===== src/oskc_pkg.sv =====
package oskc_pkg;

  ////////////////////////////////////////////////////////////////////////////
  // Structure
  localparam int NUM_OUT = 4;
  localparam int BANK_X_COUNT = 2;
  localparam int SKEW_W = 4;
  localparam int SKEW_STEPS = 16;
  localparam int SKEW_SPAN = SKEW_STEPS - 1;
  // One tick of MCLK stands for one eighth of the oscillator period
  localparam int OSC_TICKS = 8;
  localparam int FINE_DIV = 8;
  localparam int COARSE_DIV = 4;
  localparam int FINE_TICKS = OSC_TICKS / FINE_DIV;
  localparam int COARSE_TICKS = OSC_TICKS / COARSE_DIV;
  localparam int TAP_COUNT = SKEW_SPAN * COARSE_TICKS + 1;
  localparam int TAP_W = $clog2(TAP_COUNT);
  localparam int DIV_W = 7;
  localparam int M_W = 6;

  ////////////////////////////////////////////////////////////////////////////
  // Timing
  localparam int MCLK_PERIOD_PS = 5000;
  localparam int OE_DELAY_MAX_NS = 20;
  localparam int OE_DELAY_CYC = OE_DELAY_MAX_NS * 1000 / MCLK_PERIOD_PS;
  localparam int LOGIC_RST_NS = 20;
  localparam int LOGIC_RST_CYC = (LOGIC_RST_NS * 1000 + MCLK_PERIOD_PS - 1) / MCLK_PERIOD_PS;
  localparam int LOOP_RST_MS = 1;
  localparam int LOOP_RST_CYC = (LOOP_RST_MS * 1000000000 + MCLK_PERIOD_PS - 1) / MCLK_PERIOD_PS;
  localparam int LOCK_TIME_US = 15;
  localparam int LOCK_CYC = (LOCK_TIME_US * 1000000 + MCLK_PERIOD_PS - 1) / MCLK_PERIOD_PS;
  localparam int GATE_SETUP_CYCLES = 3;

  ////////////////////////////////////////////////////////////////////////////
  // Register map, byte addresses
  localparam logic [7:0] REG_CTRL = 8'h00;
  localparam logic [7:0] REG_VDIV = 8'h04;
  localparam logic [7:0] REG_PROF0 = 8'h10;
  localparam logic [7:0] REG_STATUS = 8'h20;
  // Field layout
  localparam int VDIV_STRIDE = 8;
  localparam int PROF_COARSE_BIT = 16;
  localparam int PROF_W = 17;
  localparam int ST_PROF_LSB = 0;
  localparam int ST_LOCK_BIT = 2;
  localparam int ST_LOOPRST_BIT = 3;
  localparam int ST_BYPASS_BIT = 4;
  localparam int ST_LOGICRST_BIT = 5;
  localparam int ST_EN_LSB = 8;
  localparam int ST_GATE_LSB = 12;
  // Reset values
  localparam logic [M_W-1:0] M_RESET = 6'h01;
  localparam logic [DIV_W-1:0] V_RESET = 7'h02;
  localparam logic [PROF_W-1:0] PROF_RESET = 17'h00000;

  // Reset pin evaluation
  typedef enum logic [2:0] {
    RS_IDLE = 3'b001,
    RS_LOGIC = 3'b010,
    RS_LOOP = 3'b100
  } oskc_rst_type;

endpackage


===== src/oskc_skew_if.sv =====
interface oskc_skew_if;
  import oskc_pkg::*;
  logic [NUM_OUT-1:0] raw_clk;
  logic [NUM_OUT-1:0][TAP_W-1:0] tap_sel;
  logic [NUM_OUT-1:0] skewed_clk;
  modport src (output raw_clk, output tap_sel, input skewed_clk);
  modport line (input raw_clk, input tap_sel, output skewed_clk);
endinterface


===== src/oskc_skew_line.sv =====
module oskc_skew_line
(
  input wire logic MCLK,
  input wire logic RST_N,
  oskc_skew_if.line sk
);
  import oskc_pkg::*;

  ////////////////////////////////////////////////////////////////////////////
  // One tapped delay line per output, one tick per stage
  genvar g;
  generate
    for (g = 0; g < NUM_OUT; g++)
    begin : g_line
      logic [TAP_COUNT-1:0] dly_q;
      logic [TAP_COUNT-1:0] dly_d;

      // Shift the undelayed clock in at stage zero
      always_comb
      begin
        dly_d = {dly_q[TAP_COUNT-2:0], sk.raw_clk[g]};
      end

      always_ff @(posedge MCLK or negedge RST_N)
      begin
        if (!RST_N)
          dly_q <= '0;
        else
          dly_q <= dly_d;
      end

      // Tap zero is the reference; each tap above adds one tick
      assign sk.skewed_clk[g] = dly_q[sk.tap_sel[g]];
    end
  endgenerate

endmodule


===== src/oskc_top.sv =====
module oskc_top
#(
  parameter int LOOP_RST_CYCLES = oskc_pkg::LOOP_RST_CYC,
  parameter int LOCK_CYCLES = oskc_pkg::LOCK_CYC
)
(
  input wire logic MCLK,
  input wire logic RST_N,
  input wire logic PSEL,
  input wire logic PENABLE,
  input wire logic PWRITE,
  input wire logic [7:0] PADDR,
  input wire logic [31:0] PWDATA,
  output logic [31:0] PRDATA,
  output logic PREADY,
  output logic PSLVERR,
  input wire logic REF_IN,
  input wire logic LOOP_BYPASS,
  input wire logic RESET_REQ_N,
  input wire logic [1:0] PROFILE_SELECT,
  input wire logic BANK_X_OUTPUT_ENABLE,
  input wire logic BANK_Y_OUTPUT_ENABLE,
  input wire logic GLOBAL_OUTPUT_ENABLE,
  input wire logic SYNCHRONOUS_OUTPUT_GATE,
  output logic [oskc_pkg::NUM_OUT-1:0] CLK_OUT,
  output logic LOCK_N,
  output logic LOOP_REINIT
);
  import oskc_pkg::*;

  ////////////////////////////////////////////////////////////////////////////
  // Declarations
  logic [M_W-1:0] m_q, m_d;
  logic [NUM_OUT-1:0][DIV_W-1:0] v_q, v_d;
  logic [3:0][PROF_W-1:0] prof_q, prof_d;
  logic [31:0] rdata_q, rdata_d;
  oskc_rst_type rst_state_q, rst_state_d;
  logic [31:0] rst_cnt_q, rst_cnt_d;
  logic [1:0] act_prof_q, act_prof_d;
  logic [2:0] osc_ph_q, osc_ph_d;
  logic [31:0] lock_cnt_q, lock_cnt_d;
  logic lock_q, lock_d;
  logic ref_q, ref_prev_q;
  logic [M_W-1:0] mcnt_q, mcnt_d;
  logic [NUM_OUT-1:0][DIV_W-2:0] div_cnt_q, div_cnt_d;
  logic [NUM_OUT-1:0] raw_q, raw_d;
  logic [NUM_OUT-1:0] en_q, en_d;
  logic [NUM_OUT-1:0] gate_q, gate_d;
  logic [NUM_OUT-1:0] out_q, out_d;
  logic wr_en, setup, addr_hit, logic_hold, loop_hold, ev, m_pulse;
  logic [M_W-1:0] m_eff;
  logic [PROF_W-1:0] cur_prof;

  oskc_skew_if sk ();

  oskc_skew_line u_line
  (
    .MCLK(MCLK),
    .RST_N(RST_N),
    .sk(sk)
  );

  ////////////////////////////////////////////////////////////////////////////
  // APB slave, zero wait states
  assign setup = PSEL && !PENABLE;
  assign wr_en = PSEL && PENABLE && PWRITE && addr_hit;
  assign PREADY = 1'b1;
  assign PSLVERR = PSEL && PENABLE && !addr_hit;
  assign PRDATA = rdata_q;

  // Address decode and read data prepared in the setup phase
  always_comb
  begin
    addr_hit = 1'b1;
    rdata_d = rdata_q;
    if (setup)
    begin
      rdata_d = '0;
      case (PADDR)
        REG_CTRL: rdata_d[M_W-1:0] = m_q;
        REG_VDIV:
        begin
          for (int k = 0; k < NUM_OUT; k++)
            rdata_d[k*VDIV_STRIDE +: DIV_W] = v_q[k];
        end
        REG_PROF0, REG_PROF0 + 8'h04, REG_PROF0 + 8'h08, REG_PROF0 + 8'h0c:
          rdata_d[PROF_W-1:0] = prof_q[PADDR[3:2]];
        REG_STATUS:
        begin
          rdata_d[ST_PROF_LSB +: 2] = act_prof_q;
          rdata_d[ST_LOCK_BIT] = lock_q;
          rdata_d[ST_LOOPRST_BIT] = loop_hold;
          rdata_d[ST_BYPASS_BIT] = LOOP_BYPASS;
          rdata_d[ST_LOGICRST_BIT] = logic_hold;
          rdata_d[ST_EN_LSB +: NUM_OUT] = en_q;
          rdata_d[ST_GATE_LSB +: NUM_OUT] = gate_q;
        end
        default: rdata_d = '0;
      endcase
    end
    if (PSEL)
    begin
      case (PADDR)
        REG_CTRL, REG_VDIV, REG_STATUS: addr_hit = 1'b1;
        REG_PROF0, REG_PROF0 + 8'h04, REG_PROF0 + 8'h08, REG_PROF0 + 8'h0c: addr_hit = 1'b1;
        default: addr_hit = 1'b0;
      endcase
    end
  end

  // Configuration writes; status is read only and ignores writes
  always_comb
  begin
    m_d = m_q;
    v_d = v_q;
    prof_d = prof_q;
    if (wr_en)
    begin
      case (PADDR)
        REG_CTRL: m_d = PWDATA[M_W-1:0];
        REG_VDIV:
        begin
          for (int k = 0; k < NUM_OUT; k++)
            v_d[k] = PWDATA[k*VDIV_STRIDE +: DIV_W];
        end
        REG_PROF0, REG_PROF0 + 8'h04, REG_PROF0 + 8'h08, REG_PROF0 + 8'h0c:
          prof_d[PADDR[3:2]] = PWDATA[PROF_W-1:0];
        default: m_d = m_q;
      endcase
    end
  end

  // Configuration survives the reset pin; only RST_N clears it
  always_ff @(posedge MCLK or negedge RST_N)
  begin
    if (!RST_N)
    begin
      m_q <= M_RESET;
      v_q <= {NUM_OUT{V_RESET}};
      prof_q <= {4{PROF_RESET}};
      rdata_q <= '0;
    end
    else
    begin
      m_q <= m_d;
      v_q <= v_d;
      prof_q <= prof_d;
      rdata_q <= rdata_d;
    end
  end

  ////////////////////////////////////////////////////////////////////////////
  // Reset pin width decides logic-only or full loop restart
  assign logic_hold = (rst_state_q != RS_IDLE);
  assign loop_hold = (rst_state_q == RS_LOOP);

  always_comb
  begin
    rst_state_d = rst_state_q;
    act_prof_d = act_prof_q;
    rst_cnt_d = RESET_REQ_N ? 32'h0 : rst_cnt_q + 32'h1;
    case (rst_state_q)
      RS_IDLE:
      begin
        // Shorter pulses are treated as glitches
        if (!RESET_REQ_N && rst_cnt_q == 32'(LOGIC_RST_CYC - 1))
          rst_state_d = RS_LOGIC;
      end
      RS_LOGIC:
      begin
        if (RESET_REQ_N)
        begin
          rst_state_d = RS_IDLE;
          act_prof_d = PROFILE_SELECT;
        end
        else if (rst_cnt_q == 32'(LOOP_RST_CYCLES - 1))
          rst_state_d = RS_LOOP;
      end
      RS_LOOP:
      begin
        rst_cnt_d = rst_cnt_q;
        if (RESET_REQ_N)
        begin
          rst_state_d = RS_IDLE;
          act_prof_d = PROFILE_SELECT;
        end
      end
      default: rst_state_d = RS_IDLE;
    endcase
  end

  always_ff @(posedge MCLK or negedge RST_N)
  begin
    if (!RST_N)
    begin
      rst_state_q <= RS_IDLE;
      rst_cnt_q <= '0;
      act_prof_q <= 2'h0;
    end
    else
    begin
      rst_state_q <= rst_state_d;
      rst_cnt_q <= rst_cnt_d;
      act_prof_q <= act_prof_d;
    end
  end

  ////////////////////////////////////////////////////////////////////////////
  // Oscillator phase and lock model; a full reset stops the loop
  always_comb
  begin
    osc_ph_d = loop_hold ? 3'h0 : osc_ph_q + 3'h1;
    lock_cnt_d = lock_cnt_q;
    lock_d = lock_q;
    if (loop_hold || LOOP_BYPASS)
    begin
      // No lock report while bypassed or restarting
      lock_cnt_d = '0;
      lock_d = 1'b0;
    end
    else if (lock_cnt_q == 32'(LOCK_CYCLES - 1))
      lock_d = 1'b1;
    else
      lock_cnt_d = lock_cnt_q + 32'h1;
  end

  always_ff @(posedge MCLK or negedge RST_N)
  begin
    if (!RST_N)
    begin
      osc_ph_q <= '0;
      lock_cnt_q <= '0;
      lock_q <= 1'b0;
    end
    else
    begin
      osc_ph_q <= osc_ph_d;
      lock_cnt_q <= lock_cnt_d;
      lock_q <= lock_d;
    end
  end

  assign LOCK_N = !lock_q;
  assign LOOP_REINIT = loop_hold;

  ////////////////////////////////////////////////////////////////////////////
  // Input divider and output dividers; input events move the input divider in every mode and the output dividers in bypass, oscillator phase wraps otherwise
  assign m_eff = (m_q == '0) ? M_W'(1) : m_q;
  assign m_pulse = (ref_q != ref_prev_q) && (mcnt_q + M_W'(1) >= m_eff);
  // Bypass counts both input edges, halving the nominal divide
  assign ev = LOOP_BYPASS ? m_pulse : (osc_ph_q == 3'(OSC_TICKS - 1));

  always_comb
  begin
    logic [DIV_W-2:0] half;
    half = '0;
    mcnt_d = mcnt_q;
    div_cnt_d = div_cnt_q;
    raw_d = raw_q;
    // Static chain in bypass: with no input edge nothing changes, down to 0 Hz
    if (ref_q != ref_prev_q)
      mcnt_d = m_pulse ? '0 : mcnt_q + M_W'(1);
    for (int k = 0; k < NUM_OUT; k++)
    begin
      half = (v_q[k][DIV_W-1:1] == '0) ? (DIV_W-1)'(1) : v_q[k][DIV_W-1:1];
      if (ev)
      begin
        if (div_cnt_q[k] + (DIV_W-1)'(1) >= half)
        begin
          div_cnt_d[k] = '0;
          raw_d[k] = !raw_q[k];
        end
        else
          div_cnt_d[k] = div_cnt_q[k] + (DIV_W-1)'(1);
      end
    end
    if (logic_hold)
    begin
      mcnt_d = '0;
      div_cnt_d = '0;
      raw_d = '0;
    end
  end

  always_ff @(posedge MCLK or negedge RST_N)
  begin
    if (!RST_N)
    begin
      ref_q <= 1'b0;
      ref_prev_q <= 1'b0;
      mcnt_q <= '0;
      div_cnt_q <= '0;
      raw_q <= '0;
    end
    else
    begin
      ref_q <= REF_IN;
      ref_prev_q <= ref_q;
      mcnt_q <= mcnt_d;
      div_cnt_q <= div_cnt_d;
      raw_q <= raw_d;
    end
  end

  ////////////////////////////////////////////////////////////////////////////
  // Skew tap selection from the active profile
  assign cur_prof = prof_q[act_prof_q];
  assign sk.raw_clk = raw_q;

  always_comb
  begin
    for (int k = 0; k < NUM_OUT; k++)
    begin
      if (LOOP_BYPASS)
        sk.tap_sel[k] = '0;
      else if (cur_prof[PROF_COARSE_BIT])
        sk.tap_sel[k] = TAP_W'(cur_prof[k*SKEW_W +: SKEW_W]) * TAP_W'(COARSE_TICKS);
      else
        sk.tap_sel[k] = TAP_W'(cur_prof[k*SKEW_W +: SKEW_W]) * TAP_W'(FINE_TICKS);
    end
  end

  ////////////////////////////////////////////////////////////////////////////
  // Enables, synchronous gate and output stage
  always_comb
  begin
    for (int k = 0; k < NUM_OUT; k++)
    begin
      // Two edges from pin to output, well inside the limit
      en_d[k] = GLOBAL_OUTPUT_ENABLE &&
        ((k < BANK_X_COUNT) ? BANK_X_OUTPUT_ENABLE : BANK_Y_OUTPUT_ENABLE);
      // Gate only moves while the skewed clock is low, so no runt pulses
      gate_d[k] = sk.skewed_clk[k] ? gate_q[k] : SYNCHRONOUS_OUTPUT_GATE;
      out_d[k] = sk.skewed_clk[k] && en_q[k] && gate_q[k] && !logic_hold;
    end
  end

  always_ff @(posedge MCLK or negedge RST_N)
  begin
    if (!RST_N)
    begin
      en_q <= '0;
      gate_q <= '0;
      out_q <= '0;
    end
    else
    begin
      en_q <= en_d;
      gate_q <= gate_d;
      out_q <= out_d;
    end
  end

  assign CLK_OUT = out_q;

endmodule


===== config.mk =====
export PLATFORM = sky130hd
export DESIGN_NAME = oskc_top
export DESIGN_NICKNAME = d
export VERILOG_FILES = /design/src/oskc_pkg.sv /design/src/oskc_skew_if.sv /design/src/oskc_skew_line.sv /design/src/oskc_top.sv
export SDC_FILE = /design/constraint.sdc
export NUM_CORES = 1
export LEC_CHECK = 0
export BUFFER_PORTS_ARGS = -buffer_cell sky130_fd_sc_hd__buf_2
export CORE_UTILIZATION = 40
export CTS_BUF_LIST = sky130_fd_sc_hd__clkbuf_16
export DETAILED_ROUTE_END_ITERATION = 16
export PLACE_DENSITY_LB_ADDON = 0.1
export SYNTH_ARGS = -nofsm -noshare
export SYNTH_HDL_FRONTEND = slang
export SYNTH_SLANG_ARGS = --single-unit

===== constraint.sdc =====
create_clock -name MCLK -period 4.1 [get_ports MCLK]
set_input_delay 0.82 -clock MCLK [delete_from_list [all_inputs] [get_ports MCLK]]
set_output_delay 0.82 -clock MCLK [all_outputs]
set_load 0.01 [all_outputs]

Word level (Yosys, flattened, before mapping)
Index checks and enable logic that the tools add are counted.
{ "classes": {"magnitude_cmp": 12, "n_reduce_logical": 57, "n_mux": 71, "eq_ne": 19, "addsub": 8} }
{ "ops": {"columns": ["operator", "count"], "rows": [
  ["2-to-1 mux 6 bit", 17],
  ["2-to-1 mux 32 bit", 3],
  ["binary-select mux 17 bit (select 2 bit)", 2],
  ["bitwise mux 68 bit", 1],
  ["adder 32 x 1 -> 32 bit, second input constant", 2],
  ["2-to-1 mux 17 bit", 3],
  ["2-to-1 mux 5 bit", 8],
  ["demux 17 bit (select 2 bit)", 1],
  ["equality test 32 x 12 -> 1 bit, second input constant", 1],
  ["equality test 32 x 18 -> 1 bit, second input constant", 1],
  ["equality test 32 x 2 -> 1 bit, second input constant", 1],
  ["equality test 8 x 5 -> 1 bit, second input constant", 4],
  ["adder 6 x 1 -> 6 bit, second input constant", 5],
  ["greater-or-equal comparator 6 bit", 5],
  ["zero test 6 bit", 5],
  ["less-than comparator 5 x 6 -> 1 bit, second input constant", 4],
  ["2-to-1 mux 24 bit", 1],
  ["one-hot mux 6 bit (4 select lines)", 1],
  ["logical AND 1 bit", 22],
  ["one-hot mux 7 bit (3 select lines)", 1],
  ["binary-select mux 1 bit (select 5 bit)", 4],
  ["2-to-1 mux 1 bit", 18],
  ["AND reduction 2 bit", 8],
  ["2-to-1 mux 3 bit", 5],
  ["24 further kinds", 44]
]} }
{ "word_totals": {"ff_bits": 376, "elab_cells": 204} }

Longest topological paths before layout
{ "logic_depth": {"word_depth": 9, "ltp_mapped": 14} }

Modules after synthesis
Synthesis repeated with hierarchy kept, for this count alone.
{ "hier_totals": {"hier_cells": 1426, "area_unflattened_um2": 17394.2} }
{ "modules_own_cells": {"columns": ["mod", "area_per_inst_um2", "n_inst", "cells_per_inst"], "rows": [
  ["oskc_top", 13190.2, 1, 1214],
  ["oskc_skew_line", 4204.0, 1, 212]
]} }

Least setup slack after synthesis
No wires, ideal clock.
{ "synth_timing": {"kind": "input-to-output", "startpoint": "input PADDR[1]", "endpoint": "output PSLVERR", "setup_slack_ps": 977, "t_arrival_ps": 2303, "path_buffers": 2, "path_stages": 6, "path_cell_list": "or4_1 -> nor2_1 -> and2_1 -> clkbuf_1 -> buf_1 -> nor4_1"} }
{ "synth_via": {"elab_chain_len": 6} }
{ "synth_lines": {"columns": ["element", "line_no", "text"], "rows": [
  ["start, declared", "oskc_top.sv:12", "input wire logic [7:0] PADDR,"],
  ["equality test 8 x 5 -> 1 bit, or another cell as far along", "oskc_top.sv:103", "case (PADDR)"],
  ["OR reduction 7 bit (no line) (*)", null, null],
  ["2-to-1 mux 1 bit (*)", "oskc_top.sv:103", null],
  ["2-to-1 mux 1 bit (*)", "oskc_top.sv:101", "if (PSEL)"],
  ["zero test 1 bit (*)", "oskc_top.sv:68", "assign PSLVERR = PSEL && PENABLE && !addr_hit;"],
  ["logical AND 1 bit (*)", "oskc_top.sv:68", null],
  ["end, declared", "oskc_top.sv:16", "output logic PSLVERR,"]
]} }
Mark *: on every way between the ends. The rest lies on a longest branch, timed or not.

Worst setup path after layout
{ "layout_timing": {"startpoint": "register act_prof_q[0]", "endpoint": "register gate_q[0]"} }
{ "layout_via": {"elab_chain_len": 6} }
{ "layout_lines": {"columns": ["element", "line_no", "text"], "rows": [
  ["start, declared", "oskc_top.sv:39", "logic [1:0] act_prof_q, act_prof_d;"],
  ["start signal, assigned", "oskc_top.sv:204", "act_prof_q <= act_prof_d;"],
  ["binary-select mux 17 bit (select 2 bit)", "oskc_top.sv:307", "assign cur_prof = prof_q[act_prof_q];"],
  ["2-to-1 mux 17 bit (not written as such)", "oskc_top.sv:307", null],
  ["2-to-1 mux 5 bit", "oskc_top.sv:316", "else if (cur_prof[PROF_COARSE_BIT])"],
  ["2-to-1 mux 5 bit", "oskc_top.sv:314", "if (LOOP_BYPASS)"],
  ["binary-select mux 1 bit (select 5 bit)", "oskc_skew_line.sv:33", "assign sk.skewed_clk[g] = dly_q[sk.tap_sel[g]];"],
  ["2-to-1 mux 1 bit (not written as such)", "oskc_skew_line.sv:33", null],
  ["end signal, assigned", "oskc_top.sv:349", "gate_q <= gate_d;"],
  ["end, declared", "oskc_top.sv:48", "logic [NUM_OUT-1:0] gate_q, gate_d;"]
]} }
No other way between the ends. The select of a mux whose other input is x is not followed.
A chain may end at the register's enable or synchronous reset.

==> impl_metrics.yaml <==
pwr:
  seqPwrFrac: 0.485
  p_per_area_nw_per_um2: 517
  p_leak_nw: 9.11
  clock_power_share: 0.383
  p_sw_w: 0.00279
  max-vdd-ir-drop_mv: 0.288
  comb_power_share: 0.132
  intPower_w: 0.00741
  swShare: 0.273
critical_path:
  cp_data_arrival_time_ns: 3.91
  cp-end-kind: "flip-flop"
  crit_fanout: 17
  critical-path-max-stage-delay_ns: 0.73
  crit_path_start_kind: "flip-flop"
  r2r_cells: 9
  critPathSlowestCell: "mux4_2"
  critPathRequiredTime_ns: 4.54
  cp_cell_sequence: "mux4_2 -> buf_4 -> nor2_2 -> nand2_1 -> mux2i_1 -> o21ai_0 -> o2111ai_1 -> o22ai_1 -> mux2_1"
  reg2reg_slack_ns: 0.64
  critPathKind: "reg2reg"
yosys:
  synth.distinct_cells: 68
  ys_warn_count: 0
  synth_edf_count: 0
  synth_top_family_by_area: "simple AND/OR/NAND/NOR gates"
  netlist.area_leader.share: 0.539
  synth_xor_xnor_area_share: 0.0343
  syn-cell-area_um2: 17100
  synth_simple_gate_area_frac: 0.138
  ys.flop_type: "dfrtp_1"
  syn-mean-instance-area_um2: 11.5
  yosysTopAreaCell: "dfrtp_1"
  synth_compound_area_frac: 0.0924
  synth_seq_cells: 375
  synthArstFlopShare: 1.00
  synthMuxAreaShare: 0.132
  synth_fa_ha_area_frac: 0.0285
  netlist_instances: 1490
  synth.area.top_cells: "dfrtp_1 54%, mux2_2 6.0%, mux4_2 4.2%"
  ys_seq_area_frac: 0.548
route:
  ant_nets: 0
  finalWirelength_um: 40600
  dr_total_vias: 11600
  dr.pass1.iters: 4
  drtIter0Drc: 687
  post_drt_wl_per_cell_um: 18.7
  viasPerCell: 5.37
  remaining_drc_errors: 0
place:
  dp_slack_ns: 0.545
  gp_congestion: 0.823
  port-buffer-count: 88
  dpl.hpwl_um: 27500
  dp.cells: 2087
sta:
  rsz0062_at_grt: "false"
  fmax_mhz: 289
  min_period_ns: 3.46
  setup_viol: 0
  fin_skew_ns: 0.0170
  final-hold-violation-count: 0
  fin_ws_ns: 0.637
  drv_slew: 0
  setup_tns_ns: 0
  fin_crit_sh: 0.845
  slew_headroom: 0.357
  tightestPinTransition_ns: 0.965
die:
  core_area_um2: 42000
  fp.dieW_um: 209
  num_rows: 75
  die_h_um: 209
  ios: 94
  dieArea_um2: 43600
  start_util: 0.407
final_layout:
  final_common_cell: "dfrtp_1"
  fillers: 3910
  layout.nets: 1687
  syn2layout_area_growth_pct: 15.3
  instances_no_fill: 2169
  diodes: 0
  final_cell_mix: "369 x dfrtp_1, 165 x nand2_1, 106 x o21ai_0, 95 x nor2_1, 92 x mux2_2"
  drive_above_1_share: 0.204
status:
  status: "finished, final reports clean"
clocking:
  cts_hold_buf: 0
  cts_buffers: 44
  cts_max_level: 2
  cts_tree: "done"
  cts_setup_buffers: 0
  clkSinkCount: 375
  cts_resized: 0
  clockBufferDepth: 3
  cts.clk_slew.worst_paths_ns: 0.06
  cts-root-buf: "clkbuf_16"
  clock_latency_ns: 0.57
job:
  cap_violations: 0
grt:
  grt_pass1_vias: 11500
  grt.total_usage: 0.191
  grt-ovfl-total: 0
  antenna_found_initial: 0
  grt_max_degree: 116
  grt_pass1_wl_um: 65300
worst_hold_path:
  min_path_cells: 0
  min_path_type: "reg2reg"
-- stage by stage --
step           power, W  utilization  instance area, µm²  hold WS, ns
2_1_floorplan   0.00577            -               17100        0.331
6_report         0.0102        0.469               19700        0.345
4_1_cts          0.0104        0.469               19700        0.328
3_5_place_dp    0.00637        0.435               18300        0.336
3_3_place_gp    0.00635        0.435               18300        0.333
5_1_grt          0.0107        0.469               19700        0.336
-- critical path: cells and delay by family, from the launching register on --
family	cells	cell delay, ns
AOI/OAI and AO/OA	3	0.59
and+or+nand+nor	2	0.81
muxes	3	1.29
buffers and inverters	1	0.28
DFF	1	0.37
-- synthesized netlist by cell type (32+ instances only) --
| cell | number |
|---|---|
| ha_1 | 39 |
| mux2_2 | 92 |
| mux4_2 | 32 |
| nand3_1 | 44 |
| mux2i_1 | 32 |
| clkbuf_1 | 37 |
| o21ai_0 | 106 |
| nor2_1 | 96 |
| nand2b_1 | 34 |
| a21oi_1 | 41 |
| inv_1 | 43 |
| xor2_1 | 45 |
| nand2_1 | 165 |
| dfrtp_1 | 369 |
-- worst paths after layout --
kind,start,to
worst min register to register,u_line.g_line[3].dly_q[23]$_DFF_PN0_,u_line.g_line[3].dly_q[24]$_DFF_PN0_
min in group asynchronous,RST_N,u_line.g_line[1].dly_q[11]$_DFF_PN0_
worst max register to register,act_prof_q[0]$_DFFE_PN0P_,gate_q[0]$_DFFE_PN0P_
worst max-delay path,act_prof_q[0]$_DFFE_PN0P_,gate_q[0]$_DFFE_PN0P_
worst min-delay path,u_line.g_line[3].dly_q[23]$_DFF_PN0_,u_line.g_line[3].dly_q[24]$_DFF_PN0_
max in group asynchronous,RST_N,v_q[22]$_DFFE_PN1P_
-- sequential cells by signal, summed over array words and instances, names as in the netlist, 6 cells and up --
signal	flops
prof_q	68
div_cnt_q	24
PRDATA	30
v_q	28
lock_cnt_q	32
rst_cnt_q	32
mcnt_q	6
m_q	6
u_line.g_line.dly_q	124
-- layout make-up --
cell class              instances  area [µm²]  share of cell area
inverters                      44         165             0.00837
repair buffers                118         738              0.0374
multi-input cells            1011        7320               0.371
flip-flops and latches        375        9390               0.476
clock inverters                36         298              0.0151
clock buffers                  46        1150              0.0583
well taps                     539         674              0.0342
-- routing by layer --
layer  global-route usage  wire [µm]  up-vias
li1                     -          -     5546
met1                0.282      20000     5854
met2                0.288      18100      179
met3               0.0371       1600       61
met4               0.0484        825        0
met5                    0          0        -
-- power groups by stage --
stage,logic (W),registers [W],clock network [W]
4_1_cts,0.00138,0.00496,0.00403
3_3_place_gp,0.00135,0.00500,0
5_1_grt,0.00152,0.00505,0.00417
6_report,0.00135,0.00495,0.00391
2_1_floorplan,0.000953,0.00482,0
3_5_place_dp,0.00137,0.00500,0
-- cells by family after synthesis --
family	after synthesis
compound gates	251
xor+xnor	67
flops	375
simple gates	487
other cells	2
fa+ha+maj	39
buf+inv	105
mux	164
Power figures use the tool's default switching activity.
